<file path="config.mk">
export PLATFORM = sky130hd
export DESIGN_NAME = usdr_regs
export DESIGN_NICKNAME = d
export VERILOG_FILES = /design/src/logic/usdr_pkg.sv /design/src/logic/usdr_regs.sv
export SDC_FILE = /design/constraint.sdc
export NUM_CORES = 1
export LEC_CHECK = 0
export BUFFER_PORTS_ARGS = -buffer_cell sky130_fd_sc_hd__buf_2
export CORE_AREA = 2 2 105 107
export CTS_CLUSTER_DIAMETER = 80
export DETAILED_ROUTE_END_ITERATION = 7
export DIE_AREA = 0 0 107 109
export HOLD_SLACK_MARGIN = 0.05
export PLACE_DENSITY = 0.57
export SLEW_MARGIN = 15
export SYNTH_ARGS = -nofsm -noshare
export SYNTH_HDL_FRONTEND = slang
export SYNTH_SLANG_ARGS = --single-unit
</file>
<file path="constraint.sdc">
create_clock -name clock -period 2.3 [get_ports clock]
set_input_delay 0.115 -clock clock [delete_from_list [all_inputs] [get_ports clock]]
set_output_delay 0.115 -clock clock [all_outputs]
set_load 0.05 [all_outputs]
</file>
<file path="src/logic/usdr_pkg.sv">
// Constants shared by the serial status and data register block
package usdr_pkg;
  // Byte addresses on the internal bus
  localparam logic [7:0] ADDR_CTRL3 = 8'h3a;
  localparam logic [7:0] ADDR_STAT1 = 8'h3b;
  localparam logic [7:0] ADDR_STAT2 = 8'h3c;
  localparam logic [7:0] ADDR_DATA  = 8'h3d;
  // control_reg_three fields
  localparam int C3_RX8  = 7;
  localparam int C3_TX8  = 6;
  localparam int C3_OVERRUN_IRQ_EN = 3;
  localparam int C3_NOISE_IRQ_EN = 2;
  localparam int C3_FRAMING_IRQ_EN = 1;
  localparam int C3_PARITY_IRQ_EN = 0;
  // status_reg_one fields
  localparam int S1_TXE  = 7;
  localparam int S1_TC   = 6;
  localparam int S1_RXF  = 5;
  localparam int S1_IDLE = 4;
  localparam int S1_OR   = 3;
  localparam int S1_NF   = 2;
  localparam int S1_FE   = 1;
  localparam int S1_PE   = 0;
  // status_reg_two fields
  localparam int S2_BKF = 1;
  localparam int S2_RPF = 0;
  // Reset values
  localparam logic [7:0] STAT1_RST = 8'hc0;
  localparam logic [3:0] ERR_EN_RST = 4'h0;
  // Idle run lengths in bit times
  localparam logic [3:0] IDLE_LEN8 = 4'ha;
  localparam logic [3:0] IDLE_LEN9 = 4'hb;
  // Transmit buffer shape
  localparam int TXB_DEPTH = 2;
  localparam int TXB_WIDTH = 8;
endpackage

</file>
<file path="src/logic/usdr_regs.sv">
// Status, error flag, ninth bit and data buffer logic of the serial interface
// Function
// - Nine-bit mode: ninth received bit captured with the other eight bits.
// - Eight-bit mode: rx_ninth_bit copies bit seven; reset leaves it alone.
// - tx_ninth_bit goes to the shifter with the buffered byte; reset keeps it.
// - Four error enables gate error requests; reset clears overrun, noise, framing, parity enables.
// - tx_empty_flag sets on hand-off to shifter, interrupts if enabled, reset sets it.
// - tx_empty_flag clears by status read with flag set, then data write.
// - tx_complete_flag set when empty and idle, clears when queued, reset sets.
// - Transmission start lags queueing by at most one and a half bit clocks.
// - rx_full_flag sets on receive transfer, interrupts, clears by status-then-data read.
// - Idle flag sets after ten or eleven ones; interrupts; clears by read sequence.
// - Idle flag held off until a valid character sets rx_full_flag.
// - Overrun sets on character while full; new data dropped, old kept.
// - Data read clears overrun only if it was set at status read.
// - noise_flag sets on noise, interrupts if enabled, clears by read sequence.
// - framing_err_flag sets on zero stop bit, interrupts, clears by read sequence.
// - parity_err_flag sets on parity mismatch, interrupts, clears by read sequence.
// - Break sets break, framing and full flags; clears ninth bit in nine-bit mode.
// - Break flag clears by status two then data read; rearms after ones.
// - rx_in_progress sets on zero in first sample slot; never interrupts.
// - rx_in_progress clears on false start or idle character.
// - Character length selects eight or nine bits and the idle run length.
// - Module disable forces empty and complete flags high, masks transmit interrupts.
`timescale 1ns/10ps
`default_nettype none

module usdr_regs
  import usdr_pkg::*;
#(
  parameter int DEPTH = TXB_DEPTH,
  parameter int WIDTH = TXB_WIDTH
) (
  input  wire logic             clock,           // Module clock
  input  wire logic             arst_n,          // Async reset, active low
  input  wire logic [7:0]       bus_addr,        // Register byte address
  input  wire logic             bus_rd,          // Read strobe
  input  wire logic             bus_wr,          // Write strobe
  input  wire logic [7:0]       bus_wdata,       // Write data
  output logic      [7:0]       bus_rdata,       // Read data, one cycle after strobe
  input  wire logic             module_enable,   // Module enable
  input  wire logic             rx_enable,       // Receiver enable
  input  wire logic             nine_bit_mode,   // Character length select
  input  wire logic             tx_empty_irq_en, // Transmit empty interrupt enable
  input  wire logic             tx_done_irq_en,  // Transmit done interrupt enable
  input  wire logic             rx_full_irq_en,  // Receive full interrupt enable
  input  wire logic             idle_irq_en,     // Idle interrupt enable
  input  wire logic             rx_char_done,    // Received character complete
  input  wire logic [8:0]       rx_char,         // Received character bits
  input  wire logic             rx_noise,        // Noise seen in character
  input  wire logic             rx_stop_zero,    // Stop bit sampled as zero
  input  wire logic             rx_parity_bad,   // Parity mismatch
  input  wire logic             rx_break,        // Break character detected
  input  wire logic             rx_bit_tick,     // One received bit time elapsed
  input  wire logic             rx_bit,          // Sampled receive bit value
  input  wire logic             rx_start_zero,   // Zero in first_rx_sample_slot
  input  wire logic             rx_false_start,  // False start bit rejected
  input  wire logic             tx_busy,         // Shifter sending data, preamble or break
  input  wire logic             tx_queue_other,  // Preamble or break queued
  output logic                  tx_valid,        // Byte offered to shifter
  input  wire logic             tx_ready,        // Shifter takes offered byte
  output logic      [WIDTH-1:0] tx_data,         // Offered byte
  output logic                  tx_ninth,        // Ninth bit loaded with byte
  output logic                  tx_buf_ready,    // Transmit buffer can accept a write
  output logic                  tx_irq,          // Transmitter interrupt request
  output logic                  rx_irq,          // Receiver interrupt request
  output logic                  err_irq          // Error interrupt request
);

  typedef logic [$clog2(DEPTH+1)-1:0] usdr_cnt_t;

  function automatic logic hit(input logic strobe, input logic [7:0] a, input logic [7:0] b);
    return strobe && (a == b);
  endfunction

  // Status flags and control state
  logic [7:0]       stat1_ff,   nxt_stat1;
  logic [7:0]       arm1_ff,    nxt_arm1;
  logic             bkf_ff,     nxt_bkf;
  logic             bkarm_ff,   nxt_bkarm;
  logic             bkok_ff,    nxt_bkok;
  logic             rpf_ff,     nxt_rpf;
  logic             idleok_ff,  nxt_idleok;
  logic [3:0]       ones_ff,    nxt_ones;
  logic [3:0]       err_en_ff,  nxt_err_en;
  logic [7:0]       rdata_ff,   nxt_rdata;
  logic             txirq_ff,   nxt_txirq;
  logic             rxirq_ff,   nxt_rxirq;
  logic             erirq_ff,   nxt_erirq;
  // Transmit buffer
  usdr_cnt_t        cnt_ff,     nxt_cnt;
  logic             room_ff,    nxt_room;
  logic             valid_ff,   nxt_valid;
  logic [WIDTH-1:0] mem_ff [DEPTH];
  logic [WIDTH-1:0] nxt_mem [DEPTH];
  // Unreset data
  logic [7:0]       rxd_ff,     nxt_rxd;
  logic             rx8_ff,     nxt_rx8;
  logic             tx8_ff,     nxt_tx8;

  logic rd_s1, rd_s2, rd_d, wr_d, wr_c3;
  logic push, pop, accept, brk_set, idle_hit, full_now;
  logic [3:0] idle_len;
  usdr_cnt_t  cnt_after_pop;

  always_comb begin
    rd_s1  = hit(bus_rd, bus_addr, ADDR_STAT1);
    rd_s2  = hit(bus_rd, bus_addr, ADDR_STAT2);
    rd_d   = hit(bus_rd, bus_addr, ADDR_DATA);
    wr_d   = hit(bus_wr, bus_addr, ADDR_DATA);
    wr_c3  = hit(bus_wr, bus_addr, ADDR_CTRL3);
    pop    = valid_ff && tx_ready;
    push   = wr_d && room_ff;
    // Buffer freed by a clearing data read this cycle
    full_now = stat1_ff[S1_RXF] && !(rd_d && arm1_ff[S1_RXF]);
    accept = rx_char_done && !full_now;
    brk_set = rx_break && bkok_ff;
    idle_len = nine_bit_mode ? IDLE_LEN9 : IDLE_LEN8;

    nxt_stat1  = stat1_ff;
    nxt_arm1   = arm1_ff;
    nxt_bkf    = bkf_ff;
    nxt_bkarm  = bkarm_ff;
    nxt_bkok   = bkok_ff;
    nxt_rpf    = rpf_ff;
    nxt_idleok = idleok_ff;
    nxt_ones   = ones_ff;
    nxt_err_en = err_en_ff;
    nxt_rdata  = rdata_ff;
    nxt_rxd    = rxd_ff;
    nxt_rx8    = rx8_ff;
    nxt_tx8    = tx8_ff;

    // Clears by read sequence first, so hardware sets below win
    // Status one read snapshots set flags as clear arms
    if (rd_s1) begin
      nxt_arm1 = stat1_ff;
    end
    // Status two read arms only the break clear
    if (rd_s2) begin
      nxt_bkarm = bkf_ff;
    end
    if (rd_d) begin
      nxt_stat1[S1_RXF]  = stat1_ff[S1_RXF]  & ~arm1_ff[S1_RXF];
      nxt_stat1[S1_IDLE] = stat1_ff[S1_IDLE] & ~arm1_ff[S1_IDLE];
      nxt_stat1[S1_OR]   = stat1_ff[S1_OR]   & ~arm1_ff[S1_OR];
      nxt_stat1[S1_NF]   = stat1_ff[S1_NF]   & ~arm1_ff[S1_NF];
      nxt_stat1[S1_FE]   = stat1_ff[S1_FE]   & ~arm1_ff[S1_FE];
      nxt_stat1[S1_PE]   = stat1_ff[S1_PE]   & ~arm1_ff[S1_PE];
      nxt_bkf            = bkf_ff & ~bkarm_ff;
      if (arm1_ff[S1_IDLE] && stat1_ff[S1_IDLE]) begin
        nxt_idleok = 1'b0;
      end
      nxt_arm1[S1_RXF]  = 1'b0;
      nxt_arm1[S1_IDLE] = 1'b0;
      nxt_arm1[S1_OR]   = 1'b0;
      nxt_arm1[S1_NF]   = 1'b0;
      nxt_arm1[S1_FE]   = 1'b0;
      nxt_arm1[S1_PE]   = 1'b0;
      nxt_bkarm         = 1'b0;
    end
    if (wr_d) begin
      nxt_stat1[S1_TXE] = stat1_ff[S1_TXE] & ~arm1_ff[S1_TXE];
      nxt_arm1[S1_TXE]  = 1'b0;
    end

    // Receive character arrival
    if (rx_char_done) begin
      if (full_now) begin
        nxt_stat1[S1_OR] = 1'b1;
      end else begin
        nxt_rxd = rx_char[7:0];
        nxt_rx8 = nine_bit_mode ? rx_char[8] : rx_char[7];
        nxt_stat1[S1_RXF] = 1'b1;
        nxt_idleok = 1'b1;
      end
      if (accept && rx_noise) begin
        nxt_stat1[S1_NF] = 1'b1;
      end
      if (accept && rx_stop_zero) begin
        nxt_stat1[S1_FE] = 1'b1;
      end
      if (accept && rx_parity_bad) begin
        nxt_stat1[S1_PE] = 1'b1;
      end
    end

    // Break: flags set, break rearms only after ones
    if (brk_set) begin
      nxt_bkf = 1'b1;
      nxt_bkok = 1'b0;
      nxt_stat1[S1_FE] = 1'b1;
      nxt_stat1[S1_RXF] = 1'b1;
      if (!full_now) begin
        // Accepted break reads as a zero byte
        nxt_rxd = 8'h00;
        if (nine_bit_mode) begin
          nxt_rx8 = 1'b0;
        end
      end
    end else if (rx_bit_tick && rx_bit) begin
      nxt_bkok = 1'b1;
    end

    // Idle run counting
    idle_hit = 1'b0;
    if (rx_bit_tick) begin
      if (!rx_bit) begin
        nxt_ones = 4'h0;
      end else if (ones_ff < idle_len) begin
        nxt_ones = ones_ff + 4'h1;
        idle_hit = (ones_ff + 4'h1) == idle_len;
      end
    end
    if (idle_hit && idleok_ff) begin
      nxt_stat1[S1_IDLE] = 1'b1;
    end
    // Receiver off: idle waits for a fresh character
    if (!rx_enable) begin
      nxt_idleok = 1'b0;
      nxt_ones = 4'h0;
    end

    // Reception in progress, never an interrupt source
    if (rx_false_start || idle_hit) begin
      nxt_rpf = 1'b0;
    end else if (rx_start_zero) begin
      nxt_rpf = 1'b1;
    end

    // Transmit side flags
    if (pop) begin
      nxt_stat1[S1_TXE] = 1'b1;
    end
    // Complete only with buffer and shifter both empty
    nxt_stat1[S1_TC] = nxt_stat1[S1_TXE] && (nxt_cnt == '0) && !tx_busy
                       && !tx_queue_other && !push;
    if (!module_enable) begin
      nxt_stat1[S1_TXE] = 1'b1;
      nxt_stat1[S1_TC]  = 1'b1;
    end

    // Control register three writes
    if (wr_c3) begin
      nxt_tx8    = bus_wdata[C3_TX8];
      nxt_err_en = {bus_wdata[C3_OVERRUN_IRQ_EN], bus_wdata[C3_NOISE_IRQ_EN],
                    bus_wdata[C3_FRAMING_IRQ_EN], bus_wdata[C3_PARITY_IRQ_EN]};
    end

    // Read data, returned one cycle after the strobe
    if (bus_rd) begin
      case (bus_addr)
        ADDR_CTRL3: begin
          nxt_rdata = 8'h00;
          nxt_rdata[C3_RX8]  = rx8_ff;
          nxt_rdata[C3_TX8]  = tx8_ff;
          nxt_rdata[C3_OVERRUN_IRQ_EN] = err_en_ff[3];
          nxt_rdata[C3_NOISE_IRQ_EN] = err_en_ff[2];
          nxt_rdata[C3_FRAMING_IRQ_EN] = err_en_ff[1];
          nxt_rdata[C3_PARITY_IRQ_EN] = err_en_ff[0];
        end
        ADDR_STAT1: nxt_rdata = stat1_ff;
        ADDR_STAT2: begin
          nxt_rdata = 8'h00;
          nxt_rdata[S2_BKF] = bkf_ff;
          nxt_rdata[S2_RPF] = rpf_ff;
        end
        ADDR_DATA: nxt_rdata = rxd_ff;
        default: nxt_rdata = 8'h00;
      endcase
    end

    // Interrupt requests
    nxt_txirq = module_enable && ((nxt_stat1[S1_TXE] && tx_empty_irq_en) ||
                                  (nxt_stat1[S1_TC] && tx_done_irq_en));
    nxt_rxirq = (nxt_stat1[S1_RXF] && rx_full_irq_en) ||
                (nxt_stat1[S1_IDLE] && idle_irq_en);
    nxt_erirq = |({nxt_stat1[S1_OR], nxt_stat1[S1_NF], nxt_stat1[S1_FE],
                   nxt_stat1[S1_PE]} & nxt_err_en);
  end

  // Head-out transmit buffer; entry zero drives the shifter
  always_comb begin
    cnt_after_pop = pop ? usdr_cnt_t'(cnt_ff - 1'b1) : cnt_ff;
    nxt_cnt = push ? usdr_cnt_t'(cnt_after_pop + 1'b1) : cnt_after_pop;
    // Registered so valid and ready leave straight from flops
    nxt_room  = (nxt_cnt != usdr_cnt_t'(DEPTH));
    nxt_valid = (nxt_cnt != '0);
  end

  generate
    for (genvar i = 0; i < DEPTH; i++) begin : g_txb
      always_comb begin
        nxt_mem[i] = mem_ff[i];
        // Entries move toward the head on each hand-off
        if (pop && (i < DEPTH - 1)) begin
          nxt_mem[i] = mem_ff[(i < DEPTH - 1) ? i + 1 : i];
        end
        if (push && (usdr_cnt_t'(i) == cnt_after_pop)) begin
          nxt_mem[i] = bus_wdata[WIDTH-1:0];
        end
      end
      always_ff @(posedge clock) begin
        mem_ff[i] <= nxt_mem[i];
      end
    end
  endgenerate

  always_ff @(posedge clock or negedge arst_n) begin
    if (!arst_n) begin
      stat1_ff  <= STAT1_RST;
      arm1_ff   <= 8'h00;
      bkf_ff    <= 1'b0;
      bkarm_ff  <= 1'b0;
      bkok_ff   <= 1'b1;
      rpf_ff    <= 1'b0;
      idleok_ff <= 1'b0;
      ones_ff   <= 4'h0;
      err_en_ff <= ERR_EN_RST;
      rdata_ff  <= 8'h00;
      txirq_ff  <= 1'b0;
      rxirq_ff  <= 1'b0;
      erirq_ff  <= 1'b0;
      cnt_ff    <= '0;
      room_ff   <= 1'b1;
      valid_ff  <= 1'b0;
    end else begin
      stat1_ff  <= nxt_stat1;
      arm1_ff   <= nxt_arm1;
      bkf_ff    <= nxt_bkf;
      bkarm_ff  <= nxt_bkarm;
      bkok_ff   <= nxt_bkok;
      rpf_ff    <= nxt_rpf;
      idleok_ff <= nxt_idleok;
      ones_ff   <= nxt_ones;
      err_en_ff <= nxt_err_en;
      rdata_ff  <= nxt_rdata;
      txirq_ff  <= nxt_txirq;
      rxirq_ff  <= nxt_rxirq;
      erirq_ff  <= nxt_erirq;
      cnt_ff    <= nxt_cnt;
      room_ff   <= nxt_room;
      valid_ff  <= nxt_valid;
    end
  end

  // Data bits untouched by reset
  always_ff @(posedge clock) begin
    rxd_ff <= nxt_rxd;
    rx8_ff <= nxt_rx8;
    tx8_ff <= nxt_tx8;
  end

  always_comb begin
    bus_rdata    = rdata_ff;
    tx_valid     = valid_ff;
    tx_data      = mem_ff[0];
    tx_ninth     = tx8_ff;
    tx_buf_ready = room_ff;
    tx_irq       = txirq_ff;
    rx_irq       = rxirq_ff;
    err_irq      = erirq_ff;
  end

endmodule

`default_nettype wire

</file>
=== Yosys cells after proc, flatten, opt, wreduce, memory -nomap -nowiden ===
Memory sizes are Yosys's and may differ from the RTL's.
Cells that the tools add are included.

* Register bits: 54
* Bits in writable memories: 16
* Bits of input ports: 48
* Output and inout port bits: 22
* Logic and storage cells: 154
* Memories kept: 1

{| class="wikitable"
|+ Memory list
! memory !! depth !! bits a word !! read ports !! clocked after memory_dff !! write ports !! RTL line !! source
|-
| mem_ff || 2 || 8 || 2 || 0 || 2 || usdr_regs.sv:94 || <nowiki>logic [WIDTH-1:0] mem_ff [DEPTH];</nowiki>
|}

* $add $sub $neg: 3
* $lt $le $gt $ge: 1
* Equal/unequal tests: 9
* Muxes and demuxes: 55
* Bitwise logic cells: 17
* Reduce and logical (&&, ||, !) cells: 47

{| class="wikitable"
|+ Operator list
! cell !! count
|-
| 8-bit two-way mux || 8
|-
| 1-bit two-way mux || 35
|-
| 8-bit by 6-bit == test with 1-bit output (second input constant) || 4
|-
| 8-bit case mux with 4 select lines || 1
|-
| 1-bit logical AND || 28
|-
| 4-bit two-way mux || 6
|-
| 2-bit nonzero test || 7
|-
| 6-bit two-way mux || 2
|-
| 1-bit AND || 8
|-
| 1-bit inverter || 8
|-
| 2-bit two-way mux || 3
|-
| 1-bit logical NOT || 5
|-
| 4-bit by 1-bit adder with 4-bit output (second input constant) || 1
|-
| 4-bit AND || 1
|-
| 4-bit == test || 1
|-
| 2-bit logical NOT || 2
|-
| 4-bit < comparator || 1
|-
| 4-bit OR reduction || 1
|-
| 1-bit logical OR || 3
|-
| 3-bit by 2-bit inequality test with 1-bit output (second input constant) || 1
|-
| 2-bit by 1-bit adder with 2-bit output (second input constant) || 1
|-
| 1-bit by 2-bit == test with 1-bit output (first input constant) || 1
|-
| 2-bit by 1-bit inequality test with 1-bit output (second input constant) || 1
|-
| 2-bit inequality test (second input constant) || 1
|-
| 2 further kinds || 2
|}

=== Logic depth before layout (Yosys ltp) ===
* Depth after elaboration: 13
* Depth in mapped cells: 6
* Gate-level depth less buffers: 6

=== Worst setup path before layout ===
No wires, ideal clock.

* Path type: register to register
* Start: register valid_ff (netlist: tx_valid)
* End: memory mem_ff[0][0] in the netlist's numbering, data pin
* Library setup time: 0.260 ns
* Arrival time: 1.930 ns
* Setup slack: 0.110 ns
* Cell stages (with the launch flop): 7
* Buffers on the path: 0
* Cells stage by stage: dfrtp_1 nand2_1 xnor2_1 inv_1 ha_1 nand2_1 mux2_2

{| class="wikitable"
|+ RTL lines
! what !! RTL line !! source
|-
| from (decl) || usdr_regs.sv:93 || <nowiki>logic valid_ff, nxt_valid;</nowiki>
|-
| from (signal assigned) || usdr_regs.sv:343 || <nowiki>valid_ff <= nxt_valid;</nowiki>
|-
| to (decl) || usdr_regs.sv:94 ||
|}

=== Final worst setup path ===
* Start: register ones_ff[2]
* End: register rpf_ff

* Longest elaborated chain between the ends: 7
* Elaborated cells on any way between the ends: 9
* Classes of those cells: add/sub (1); order compare (1); eq/ne (1); mux (4); reduce/logical (2)

{| class="wikitable"
|+ Ends and longest elaborated chain
! what !! RTL line !! source
|-
| from (decl) || usdr_regs.sv:84 || <nowiki>logic [3:0] ones_ff, nxt_ones;</nowiki>
|-
| from (signal assigned) || usdr_regs.sv:335 || <nowiki>ones_ff <= nxt_ones;</nowiki>
|-
| 4-bit by 1-bit adder with 4-bit output || usdr_regs.sv:212 || <nowiki>idle_hit = (ones_ff + 4'h1) == idle_len;</nowiki>
|-
| 4-bit == test || usdr_regs.sv:212 ||
|-
| 1-bit two-way mux * || usdr_regs.sv:210 || <nowiki>end else if (ones_ff < idle_len) begin</nowiki>
|-
| 1-bit two-way mux * || usdr_regs.sv:208 || <nowiki>if (!rx_bit) begin</nowiki>
|-
| 1-bit two-way mux * || usdr_regs.sv:207 || <nowiki>if (rx_bit_tick) begin</nowiki>
|-
| 1-bit logical OR * || usdr_regs.sv:225 || <nowiki>if (rx_false_start || idle_hit) begin</nowiki>
|-
| 1-bit two-way mux or 2-bit nonzero test (tied branches) || - ||
|-
| to (signal assigned) || usdr_regs.sv:333 || <nowiki>rpf_ff <= nxt_rpf;</nowiki>
|-
| to (decl) || usdr_regs.sv:82 || <nowiki>logic rpf_ff, nxt_rpf;</nowiki>
|}

Mark *: on every way between the ends. The rest lies on a longest branch, timed or not.
A chain may end at the register's enable or synchronous reset.

==> run_results.csv <==
group,metric,value,unit
run_status,status,"finished clean",
sta,fin_skew,0.00756,ns
logic_synthesis,yosysTopAreaCell,"dfrtp_1",
hold_path,hp-start,"rx_enable",
clock_network,cts_resized,0,
power,p_clk_frac,0.321,
clock_network,clockBufferDepth,2,
clock_network,cts_buffers,9,
routing,dr.pass1.iters,5,
routing,wl_per_cell,15.2,µm
floorplan,pin_count,70,
sta,min_period,2.18,ns
clock_network,cts.sinks,69,
sta,holdWs,0.0849,ns
routing,wirelength,7620,µm
sta,slew_headroom,0.557,
critical_path,path_class,"register to register",
routing,drtAntennaViolNets,0,
logic_synthesis,syn_inst,250,
floorplan,start_util,0.293,
power,p_int,2.07,mW
power,power_density,711,nW/µm²
grt,grt_start_max_net_pins,21,
logic_synthesis,yosys-top-cells-area,"dfrtp_1 31%, edfxtp_1 16%, dfxtp_1 5.8%",
grt,grt_pass1_vias,2353,
floorplan,die_area,11700,µm²
logic_synthesis,synth_top_area_share,0.314,
grt,track_usage,0.136,
logic_synthesis,synth_area,3110,µm²
sta,post-route-period-util,0.947,
critical_path,cp_max_fo,5,
logic_synthesis,synthArstFlopShare,0.623,
hold_path,hp-class,"primary input to register",
logic_synthesis,seq_area_frac_synth,0.571,
logic_synthesis,synth_seq_cells,69,
floorplan,die_y,109,µm
floorplan,die_x,107,µm
routing,avgViaCountPerCell,4.81,
critical_path,cp-start-kind,"register",
place,portBuffers,69,
clock_network,cts_max_level,3,
grt,grt_pass1_wl,12200,µm
logic_synthesis,syn-num-nets,302,
place,dp.cells,454,
clock_network,post_cts_buffers,0,
sta,maxSlewViolCount,0,
logic_synthesis,ys.flop_type,"dfrtp_1",
critical_path,worstPathArrival,2.40,ns
final_layout,area_delta_synth_final,31.8,%
logic_synthesis,ys_types,58,
sta,hold_violations,0,
place,dp_hpwl,5750,µm
power,switching_share,0.288,
clock_network,clk_latency,0.35,ns
power,static-leakage-power,1.78,nW
floorplan,row_count,38,
critical_path,required,2.53,ns
sta,fmax,0.459,GHz
routing,detail_route.iter0.violations,191,
clock_network,cts.clk_slew.worst_paths,0.07,ns
critical_path,rr_startpoint,"ones_ff[2]",
grt,antenna_found_initial,0,
sta,worstMarginPinSlew,0.660,ns
logic_synthesis,synth_edf_count,17,
run,maxCapViolCount,0,
final_layout,fillers,1045,
logic_synthesis,avgSynthCellArea,12.4,µm²
floorplan,core,10600,µm²
power,pwr-share-comb,0.193,
routing,num_vias,2410,
final_layout,drive_gt1_frac,0.330,
power,switching_power,0.839,mW
clock_network,cts-root-buf,"clkbuf_8",
final_layout,diodes,0,
sta,setup_viol,0,
routing,drcViolationCount,0,
final_layout,final_cells,501,
grt,overflow,0,
power,vdd_drop_max,0.000262,V
critical_path,crit_path_end_kind,"register",
sta,setup-tns-final,0,ns
final_layout,fin_area,4090,µm²
clock_network,cts_tree,"done",
final_layout,fin_nets,408,
place,dpl_cell_area,3600,µm²
critical_path,cp-startpoint,"ones_ff[2]",
power,seqPwrFrac,0.487,
sta,rsz0062_at_grt,"no",
logic_synthesis,yosys_warnings,0,
place,place_congestion,0.836,
power,p_total,2.91,mW
[registers in the layout, indices dropped and copies added (netlist names), 2 cells and up]
register	flops
rxd_ff	8
err_en_ff	4
arm1_ff	7
mem_ff	16
ones_ff	4
stat1_ff	8
bus_rdata	8
cnt_ff	2
[per-stage QoR]
step	util	setup WS, ns
floorplan	-	0.110
global placement	0.340	0.235
detailed placement	0.340	0.201
CTS	0.386	0.0881
global route	0.386	0.0409
finish	0.386	0.123
[synth_stat cells (all sizes together), types with 5 or more instances]
cell / number
inv: 13
o2bb2ai: 8
o21ai: 8
a22o: 19
nand3: 8
edfxtp: 17
mux2: 12
a21oi: 5
nor3: 7
dfxtp: 9
nand2: 19
dfrtp: 39
buf: 11
nor2: 8
[routing by layer]
layer | track usage | routed length (µm)
met5 | 0 | 0
met4 | 0.0529 | 104
met3 | 0.0317 | 398
met2 | 0.213 | 3530
met1 | 0.184 | 3590
[repair_timing]
item,CTS,global route
hold buffers,31,0
endpoints found under the setup margin,0,1
endpoints found under the hold margin,55,0
[cells in the final DEF, fill, tap and decap left out, types with 4 or more instances in the layout]
master          n
mux2i_1         4
a222oi_1        4
dfrtp_1        39
o21ai_0         6
o2bb2ai_1       8
mux2_2         12
buf_2          69
edfxtp_1       17
nand3_1         8
dlygate4sd3_1  31
nand4_1         4
dfxtp_1         9
nor3_1          5
inv_1          12
a21oi_1         5
dfstp_2         4
nor2_1          7
ha_1            4
clkbuf_8        9
a22o_1         18
buf_4           7
nand2_1        19
[cell type report]
class / instances / area (µm²) / area share
Tap cell: 140 / 175 / 0.0428
Timing Repair Buffer: 107 / 708 / 0.173
Clock buffer: 11 / 131 / 0.0321
Clock inverter: 5 / 51.3 / 0.0125
Multi-Input combinational cell: 156 / 1210 / 0.295
Sequential cell: 69 / 1770 / 0.433
Inverter: 13 / 48.8 / 0.0119
[path summary, 6_finish.rpt]
kind                           endpoint  slack (ns)  cells after the start
setup / recovery                 rpf_ff        0.12                      5
hold / removal               ones_ff[0]        0.08                      3
setup reg to reg                 rpf_ff        0.12                      5
hold reg to reg            bus_rdata[1]        0.48                      1
max in group asynchronous   stat1_ff[7]        1.42                      3
min in group asynchronous    ones_ff[2]        0.22                      2
[cells by family after synthesis]
kind of cell / count (synthesis) / share of synthesized area
DFF: 69 / 0.571
buffers and inverters: 25 / 0.0411
adders and majority gates: 4 / 0.0161
AOI/OAI and AO/OA: 65 / 0.174
muxes: 16 / 0.0564
xor gates and xnor gates: 5 / 0.0141
and+or+nand+nor: 66 / 0.127
[worst max-delay path, cell delays in order (launching register included)]
cell and delay [ns]:
dfrtp_1 0.42, inv_2 0.06, or4_4 0.55, a2111oi_4 0.38, nor3_1 0.09, dlygate4sd3_1 0.57
[power by group through the flow]
| stage | Clock [mW] | Sequential, mW | Combinational, mW |
|---|---|---|---|
| after floorplan | 0 | 1.49 | 0.314 |
| after global placement | 0 | 1.44 | 0.515 |
| after detailed placement | 0 | 1.44 | 0.520 |
| after CTS | 0.972 | 1.42 | 0.570 |
| after global routing | 1.02 | 1.43 | 0.630 |
| final | 0.934 | 1.42 | 0.561 |
No activity file was read; power rests on OpenSTA's default activity.
